`src/verilog/ueirq_defines.vh`:
```
// constants for the endpoint interrupt / threshold register group
// assumes inclusion by bare name from design files only
`ifndef UEIRQ_DEFINES_VH
`define UEIRQ_DEFINES_VH
// ************************************************************
// register byte offsets (low 12 bits of paddr)
// ************************************************************
`define UEIRQ_OFS_OUT_MASK     12'h814
`define UEIRQ_OFS_SUMMARY      12'h818
`define UEIRQ_OFS_SUM_MASK     12'h81C
`define UEIRQ_OFS_VBUS_DIS     12'h828
`define UEIRQ_OFS_VBUS_PULSE   12'h82C
`define UEIRQ_OFS_THR_CTL      12'h830
// ************************************************************
// reset values and writable bit maps
// ************************************************************
`define UEIRQ_RST_OUT_MASK     32'h00000000
`define UEIRQ_RST_SUM_MASK     32'h00000000
`define UEIRQ_RST_VBUS_DIS     16'h17D7
`define UEIRQ_RST_VBUS_PULSE   12'h5B8
`define UEIRQ_RST_THR_CTL      32'h00000000
`define UEIRQ_WMASK_OUT_MASK   32'h0000035B
`define UEIRQ_WMASK_THR_CTL    32'h0BFF07FF
// ************************************************************
// field positions
// ************************************************************
`define UEIRQ_BIT_BUF_NA       9
`define UEIRQ_BIT_PKT_ERR      8
`define UEIRQ_BIT_B2B_SETUP    6
`define UEIRQ_BIT_TOK_DIS      4
`define UEIRQ_BIT_SETUP_DONE   3
`define UEIRQ_BIT_EP_DIS       1
`define UEIRQ_BIT_XFER_DONE    0
`define UEIRQ_BIT_PARK         27
`define UEIRQ_RX_LEN_HI        25
`define UEIRQ_RX_LEN_LO        17
`define UEIRQ_BIT_RX_EN        16
`define UEIRQ_TX_LEN_HI        10
`define UEIRQ_TX_LEN_LO        2
`define UEIRQ_BIT_ISO_EN       1
`define UEIRQ_BIT_NISO_EN      0
// vbus counts are in units of this many phy clocks, as a shift
`define UEIRQ_VBUS_UNIT_SHIFT  10
`endif

```
`src/verilog/ueirq_out_gate.v`:
```
// gates one OUT endpoint's causes with the common OUT mask
// assumes causes are synchronous levels from the endpoint status logic
`include "ueirq_defines.vh"
module ueirq_out_gate
(
  input  wire [31:0] causes,
  input  wire [31:0] commonMask,
  input  wire        isControl,
  output wire        irqOut
);
  wire [31:0] eff;
  // control-only masks drop out for other endpoint types
  assign eff = commonMask & ~({32{~isControl}} &
               ((32'h1 << `UEIRQ_BIT_B2B_SETUP) | (32'h1 << `UEIRQ_BIT_TOK_DIS) |
                (32'h1 << `UEIRQ_BIT_SETUP_DONE)));
  assign irqOut = |(causes & eff);
endmodule // ueirq_out_gate

```
`src/verilog/ueirq_regs.v`:
```
// APB register group: endpoint interrupt masks, summary, vbus timing,
// fifo thresholds
// assumes per-endpoint cause vectors are sys_clk levels; phy tick and srp
// request come from another domain and are synchronised here
`include "ueirq_defines.vh"
module ueirq_regs
#(
  parameter NEP = 16
)
(
  input  wire             sys_clk,
  input  wire             reset_n,
  input  wire             clkEn,
  input  wire             psel,
  input  wire             penable,
  input  wire             pwrite,
  input  wire [11:0]      paddr,
  input  wire [31:0]      pwdata,
  output reg  [31:0]      prdata,
  output reg              pready,
  output reg              pslverr,
  input  wire [NEP*32-1:0] outEpCauses,
  input  wire [NEP-1:0]   outEpIsControl,
  input  wire [NEP-1:0]   inEpIrq,
  input  wire [NEP-1:0]   inTokenEp,
  input  wire             phyTickAsync,
  input  wire             srpStartAsync,
  output reg              outEpIrq,
  output reg              inEpIrq_o,
  output reg              vbusPulseOn,
  output reg              vbusDischargeOn,
  output reg              rxThrOn,
  output reg  [8:0]       rxThrWords,
  output reg              isoTxThrOn,
  output reg              nonIsoTxThrOn,
  output reg  [8:0]       txThrWords,
  output reg              parkValid,
  output reg  [NEP-1:0]   parkEp
);
  // ************************************************************
  // registers
  // ************************************************************
  reg  [31:0] outMask_r;
  reg  [31:0] sumMask_r;
  reg  [15:0] vbusDis_r;
  reg  [11:0] vbusPulse_r;
  reg  [31:0] thrCtl_r;
  reg  [31:0] summary_r;
  reg  [1:0]  tickSync_r;
  reg  [1:0]  srpSync_r;
  reg         tickPrev_r;
  reg         srpPrev_r;
  reg         pulseWasOn_r;
  wire [NEP-1:0] outGated;
  wire [31:0] summaryNxt;
  wire        phyTick;
  wire        srpStart;
  wire        pulseBusy;
  wire        disBusy;
  wire        pulseEnd;
  wire        thrAny;
  wire        wrEn;
  wire        rdEn;
  wire        hit;
  reg  [31:0] rdData;
  reg  [15:0] outPad;
  reg  [15:0] inPad;

  // ************************************************************
  // per-endpoint OUT gating
  // ************************************************************
  genvar g;
  generate
    for (g = 0; g < NEP; g = g + 1)
    begin : gOut
      ueirq_out_gate uGate
      (
        .causes     (outEpCauses[g*32 +: 32]),
        .commonMask (outMask_r),
        .isControl  (outEpIsControl[g]),
        .irqOut     (outGated[g])
      );
    end
  endgenerate

  // summary mirrors endpoint status; clearing happens at the source
  // padded per half: a zero-width replication is illegal when NEP is 16
  always @*
  begin
    outPad = 16'h0000;
    inPad  = 16'h0000;
    outPad[NEP-1:0] = outGated;
    inPad[NEP-1:0]  = inEpIrq;
  end
  assign summaryNxt = {outPad, inPad};

  // ************************************************************
  // cross-domain inputs
  // ************************************************************
  assign phyTick  = tickSync_r[1] & ~tickPrev_r;
  assign srpStart = srpSync_r[1] & ~srpPrev_r;
  assign pulseEnd = pulseWasOn_r & ~pulseBusy;

  ueirq_vbus_timer #(.W(12)) uPulse
  (
    .sys_clk (sys_clk),
    .reset_n (reset_n),
    .clkEn   (clkEn),
    .start   (srpStart),
    .phyTick (phyTick),
    .units   (vbusPulse_r),
    .busy    (pulseBusy)
  );

  ueirq_vbus_timer #(.W(16)) uDis
  (
    .sys_clk (sys_clk),
    .reset_n (reset_n),
    .clkEn   (clkEn),
    .start   (pulseEnd),
    .phyTick (phyTick),
    .units   (vbusDis_r),
    .busy    (disBusy)
  );

  // ************************************************************
  // APB decode
  // ************************************************************
  assign wrEn = psel & penable & pwrite & ~pready;
  assign rdEn = psel & penable & ~pwrite & ~pready;
  assign hit  = (paddr == `UEIRQ_OFS_OUT_MASK) || (paddr == `UEIRQ_OFS_SUMMARY) ||
                (paddr == `UEIRQ_OFS_SUM_MASK) || (paddr == `UEIRQ_OFS_VBUS_DIS) ||
                (paddr == `UEIRQ_OFS_VBUS_PULSE) || (paddr == `UEIRQ_OFS_THR_CTL);

  always @*
  begin
    if (paddr == `UEIRQ_OFS_OUT_MASK)
      rdData = outMask_r;
    else if (paddr == `UEIRQ_OFS_SUMMARY)
      rdData = summary_r;
    else if (paddr == `UEIRQ_OFS_SUM_MASK)
      rdData = sumMask_r;
    else if (paddr == `UEIRQ_OFS_VBUS_DIS)
      rdData = {16'h0000, vbusDis_r};
    else if (paddr == `UEIRQ_OFS_VBUS_PULSE)
      rdData = {20'h00000, vbusPulse_r};
    else if (paddr == `UEIRQ_OFS_THR_CTL)
      rdData = thrCtl_r;
    else
      rdData = 32'h00000000;
  end

  assign thrAny = thrCtl_r[`UEIRQ_BIT_ISO_EN] | thrCtl_r[`UEIRQ_BIT_NISO_EN];

  // ************************************************************
  // clocked state
  // ************************************************************
  always @(posedge sys_clk or negedge reset_n)
  begin
    if (!reset_n)
    begin
      outMask_r       <= `UEIRQ_RST_OUT_MASK;
      sumMask_r       <= `UEIRQ_RST_SUM_MASK;
      vbusDis_r       <= `UEIRQ_RST_VBUS_DIS;
      vbusPulse_r     <= `UEIRQ_RST_VBUS_PULSE;
      thrCtl_r        <= `UEIRQ_RST_THR_CTL;
      summary_r       <= 32'h00000000;
      tickSync_r      <= 2'b00;
      srpSync_r       <= 2'b00;
      tickPrev_r      <= 1'b0;
      srpPrev_r       <= 1'b0;
      pulseWasOn_r    <= 1'b0;
      prdata          <= 32'h00000000;
      pready          <= 1'b0;
      pslverr         <= 1'b0;
      outEpIrq        <= 1'b0;
      inEpIrq_o       <= 1'b0;
      vbusPulseOn     <= 1'b0;
      vbusDischargeOn <= 1'b0;
      rxThrOn         <= 1'b0;
      rxThrWords      <= 9'h000;
      isoTxThrOn      <= 1'b0;
      nonIsoTxThrOn   <= 1'b0;
      txThrWords      <= 9'h000;
      parkValid       <= 1'b0;
      parkEp          <= {NEP{1'b0}};
    end
    else if (clkEn)
    begin
      tickSync_r   <= {tickSync_r[0], phyTickAsync};
      srpSync_r    <= {srpSync_r[0], srpStartAsync};
      tickPrev_r   <= tickSync_r[1];
      srpPrev_r    <= srpSync_r[1];
      pulseWasOn_r <= pulseBusy;
      summary_r    <= summaryNxt;
      // one wait state: answer in the cycle after the access phase begins
      pready  <= psel & penable & ~pready;
      pslverr <= psel & penable & ~pready & ~hit;
      if (rdEn)
        prdata <= hit ? rdData : 32'h00000000;
      if (wrEn)
      begin
        if (paddr == `UEIRQ_OFS_OUT_MASK)
          outMask_r <= pwdata & `UEIRQ_WMASK_OUT_MASK;
        else if (paddr == `UEIRQ_OFS_SUM_MASK)
          sumMask_r <= pwdata;
        else if (paddr == `UEIRQ_OFS_VBUS_DIS)
          vbusDis_r <= pwdata[15:0];
        else if (paddr == `UEIRQ_OFS_VBUS_PULSE)
          vbusPulse_r <= pwdata[11:0];
        else if (paddr == `UEIRQ_OFS_THR_CTL)
          thrCtl_r <= pwdata & `UEIRQ_WMASK_THR_CTL;
      end
      // summary mask gates only the core interrupt lines
      outEpIrq  <= |(summary_r[31:16] & sumMask_r[31:16]);
      inEpIrq_o <= |(summary_r[15:0] & sumMask_r[15:0]);
      vbusPulseOn     <= pulseBusy;
      vbusDischargeOn <= disBusy;
      rxThrOn    <= thrCtl_r[`UEIRQ_BIT_RX_EN];
      rxThrWords <= thrCtl_r[`UEIRQ_RX_LEN_HI:`UEIRQ_RX_LEN_LO];
      isoTxThrOn    <= thrCtl_r[`UEIRQ_BIT_ISO_EN];
      nonIsoTxThrOn <= thrCtl_r[`UEIRQ_BIT_NISO_EN];
      txThrWords <= thrCtl_r[`UEIRQ_TX_LEN_HI:`UEIRQ_TX_LEN_LO];
      // parking only means something while transmit thresholding runs
      parkValid <= thrAny & thrCtl_r[`UEIRQ_BIT_PARK] & (|inTokenEp);
      parkEp    <= (thrAny & thrCtl_r[`UEIRQ_BIT_PARK]) ? inTokenEp : {NEP{1'b0}};
    end
  end
endmodule // ueirq_regs

```
`src/verilog/ueirq_vbus_timer.v`:
```
// timer counting a programmed value in units of 1024 phy clocks
// assumes start is a one-cycle pulse on sys_clk; phy tick is a synchronised pulse
`include "ueirq_defines.vh"
module ueirq_vbus_timer
#(
  parameter W = 16
)
(
  input  wire         sys_clk,
  input  wire         reset_n,
  input  wire         clkEn,
  input  wire         start,
  input  wire         phyTick,
  input  wire [W-1:0] units,
  output reg          busy
);
  reg [W+`UEIRQ_VBUS_UNIT_SHIFT-1:0] cnt_r;
  always @(posedge sys_clk or negedge reset_n)
  begin
    if (!reset_n)
    begin
      cnt_r <= {(W+`UEIRQ_VBUS_UNIT_SHIFT){1'b0}};
      busy  <= 1'b0;
    end
    else if (clkEn)
    begin
      if (start)
      begin
        cnt_r <= {units, {`UEIRQ_VBUS_UNIT_SHIFT{1'b0}}};
        busy  <= |units;
      end
      else if (busy && phyTick)
      begin
        cnt_r <= cnt_r - {{(W+`UEIRQ_VBUS_UNIT_SHIFT-1){1'b0}}, 1'b1};
        busy  <= (cnt_r != {{(W+`UEIRQ_VBUS_UNIT_SHIFT-1){1'b0}}, 1'b1});
      end
    end
  end
endmodule // ueirq_vbus_timer
```
`config.mk`:
```
export PLATFORM = sky130hd
export DESIGN_NAME = ueirq_regs
export DESIGN_NICKNAME = d
export VERILOG_FILES = /design/src/verilog/ueirq_out_gate.v /design/src/verilog/ueirq_regs.v /design/src/verilog/ueirq_vbus_timer.v
export VERILOG_INCLUDE_DIRS = /design/src /design/src/verilog
export SDC_FILE = /design/constraint.sdc
export NUM_CORES = 1
export LEC_CHECK = 0
export BUFFER_PORTS_ARGS = -buffer_cell sky130_fd_sc_hd__buf_2
export CAP_MARGIN = 20
export CORE_AREA = 2 2 269 271
export DETAILED_ROUTE_END_ITERATION = 12
export DIE_AREA = 0 0 271 273
export SYNTH_ARGS = -nofsm -noshare
export SYNTH_HDL_FRONTEND = slang
export SYNTH_HIERARCHICAL = 1
export SYNTH_SLANG_ARGS = --single-unit
```
`constraint.sdc`:
```
create_clock -name sys_clk -period 2.6 [get_ports sys_clk]
set_input_delay 0 -clock sys_clk [delete_from_list [all_inputs] [get_ports sys_clk]]
set_output_delay 0 -clock sys_clk [all_outputs]
set_load 0.03 [all_outputs]
```
==> impl_metrics.json <==
{
  "fmax_mhz": 446,
  "p_leak_nw": 11.8,
  "worstPathRequired_ps": 3110,
  "clkLatencyLatePin_ps": 600,
  "syn2layout_area_growth_pct": 62.5,
  "cts.sinks": 253,
  "ys_ff_latch": 253,
  "layout-drive-gt1-share_pct": 37.9,
  "period_needed_ps": 2240,
  "status": "completed",
  "maxCapViolations": 0,
  "slew_viol_final": 0,
  "place_congestion": 0.941,
  "die_h_um": 273,
  "cts_tree": "yes",
  "clk_path_buf_depth": 3,
  "critical_path.max_stage_delay_ps": 560,
  "finalHoldViolCount": 0,
  "dieWidth_um": 271,
  "tightestPinTransition_ps": 796,
  "powerDensity_mw_per_mm2": 514,
  "synth-edff-count": 0,
  "track_usage_pct": 20.0,
  "cts_max_level": 1,
  "pre_cts_slack_ps": 403,
  "synth_mux_area_share_pct": 13.2,
  "worstSetupStartpointType": "flip-flop",
  "max-vdd-ir-drop_mv": 0.579,
  "clock_skew_ps": 29.8,
  "worstPathMaxFanout": 5,
  "cp-end-kind": "flip-flop",
  "grt_pass1_wl_um": 111000,
  "initial_core_util_pct": 20.9,
  "cp-startpoint": "uDis/cnt_r[14]",
  "num_vias": 16800,
  "path_cells": "or4_4 > or3_4 > or3_1 > mux2_4 > nor2_1",
  "syn_inst": 1383,
  "wl_um": 76600,
  "vias_per_cell": 4.56,
  "syn_area_per_cell_um2": 10.7,
  "yosysWarnings": 6,
  "max_slew_margin_pct": 46.9,
  "yosysUniqueCellTypes": 79,
  "path_clk_slew_ps": 60,
  "die_area_mm2": 0.0740,
  "yosys.area.top_type_share_pct": 40.0,
  "setup_viol": 0,
  "ys.flop_type": "dfrtp_1",
  "worst_path_max_delay_cell": "or4_4",
  "tns_ps": 0,
  "drc": 0,
  "min_path_type": "primary input to flip-flop",
  "grt_pass1_vias": 17300,
  "cp.arrival_ps": 2750,
  "synth.area.top_cells": "dfrtp_1, mux2_2, a22oi_1, a22o_1, a221oi_2",
  "cp_num_buf_inv": 0,
  "cts_root_buffer": "clkbuf_16",
  "wire_per_inst_um": 20.8,
  "grt_overflow": 0,
  "core_mm2": 0.0710,
  "detailed_place_hpwl_um": 62500,
  "post-route-period-util_pct": 86.2,
  "antenna_found_initial": 15,
  "setup_ws_ps": 359,
  "criticalPathCategory": "flip-flop to flip-flop",
  "yosys.area_share.simple_pct": 14.1,
  "io_pins": 688,
  "synth_top_family_by_area": "compound AO/OA/AOI/OAI gates",
  "yosys.area.top_type": "dfrtp_1",
  "worstHoldStart": "outEpCauses[483]",
  "netlist_area_mm2": 0.0148,
  "rsz0062_at_grt": "no",
  "final_cell_count_no_fill": 3676,
  "synth_xor_area_share_pct": 0.295,
  "io_buffers": 687,
  "ys_seq_area_share_pct": 42.8,
  "nNetsFinal": 3307,
  "ant_nets": 0,
  "final_util_pct": 33.9,
  "cpLargestDelayFamily": "simple AND/OR/NAND/NOR gates",
  "dp.cells": 3417,
  "finalPower_mw": 12.4,
  "row_count": 98,
  "grt_max_degree": 68,
  "numCtsBuffers": 30,
  "synth_compound_area_share_pct": 26.5,
  "timing.rr.start": "uDis/cnt_r[14]",
  "synthAdderAreaFrac_pct": 0.337,
  "drtIter0Drc": 1262,
  "cts_resized": 0,
  "async_flop_share_pct": 100,
  "dr.pass1.iters": 6
}
per-stage QoR:
step	hold WS, ps	area (um2)
6_report	25.9	24100
5_1_grt	54.8	24100
4_1_cts	12.6	24100
3_5_place_dp	27.8	21200
3_3_place_gp	30.9	21200
2_1_floorplan	-296	16300
layout by cell type (no fill, tap or decap), types with 35 or more instances in the layout:
cell           instances
conb_1               400
nor2_1                62
a22o_1                83
a22oi_1              140
nand3_1               35
o21ai_0               73
a221oi_2              48
buf_4                 54
nand4_1               41
mux2_2               141
nand2_1               81
buf_2                685
dfrtp_1              232
dlygate4sd3_1        192
worst paths after layout:
kind	cells past startpoint	slack, ps	end
worst min-delay path	5	30	summary_r[31]
max in group asynchronous	4	740	uPulse/busy
min in group asynchronous	3	500	txThrWords[8]
worst max-delay path	5	360	uDis/cnt_r[21]
worst min register to register	2	480	prdata[28]
worst max register to register	5	360	uDis/cnt_r[21]
synth_stat cells, drive strengths merged (8+ instances only):
master,count
buf,19
nor4,25
a21oi,30
inv,32
dfstp,16
nor2b,27
a211oi,13
nand3,35
and3,10
nand2b,12
o21ai,78
nor2,62
a22oi,140
a222oi,32
or4,23
o31ai,8
o22ai,15
nand4,41
clkbuf,40
mux2i,19
mux2,153
a221oi,56
or3,9
dfrtp,237
nor3,23
a22o,83
nand2,82
report_power, final:
group / total (mW) / leakage (nW) / internal [mW] / switching, mW
registers: 4.70 / 3.26 / 4.27 / 0.425
logic: 3.48 / 8.06 / 1.61 / 1.87
clock network: 4.21 / 0.456 / 2.44 / 1.77
sequential cells by signal, indices dropped and copies added, names as in the netlist, 2 cells and up:
register      count
outMask_r         7
parkEp           16
prdata           32
rxThrWords        9
srpSync_r         2
sumMask_r        32
summary_r        32
thrCtl_r         22
tickSync_r        2
txThrWords        9
uDis/cnt_r       26
uPulse/cnt_r     22
vbusDis_r        16
vbusPulse_r      12
worst min-delay path, delay by kind of cell:
kind | cells | cell delay [ps]
mux | 1 | 130
buf+inv | 1 | 120
simple gates | 2 | 210
compound gates | 1 | 110
area by class of cell:
cell class / count / area (um2)
antenna: 11 / 27.5
clock buffer: 51 / 860
clock inverter: 5 / 103
fill: 7393 / 46900
inverter: 32 / 120
multi-input combinational: 1438 / 9590
sequential: 253 / 6360
tap: 950 / 1190
timing repair buffer: 936 / 5850
what timing repair did:
item	CTS	global route
setup buffers	0	0
hold buffers	192	0
hold endpoints to repair	386	0
layer usage:
layer / routed length [um] / vias up / track usage (%)
met5: 26 / - / 0
met4: 3120 / 4 / 7.89
met3: 5490 / 136 / 3.78
met2: 37000 / 706 / 34.5
met1: 31000 / 8103 / 24.4
li1: - / 7821 / -
logic make-up (layout without fill, tap and decap cells):
family                   count (synthesis)  in the layout
other                                    1            411
multiplexers                           172            172
buffers and inverters                   91           1024
AND/OR/NAND/NOR                        372            372
XOR/XNOR                                 5              5
flip-flops                             253            253
AO/OA/AOI/OAI                          485            485
adder cells (fa/ha/maj)                  4              4
(Power assumes the default switching activity.)
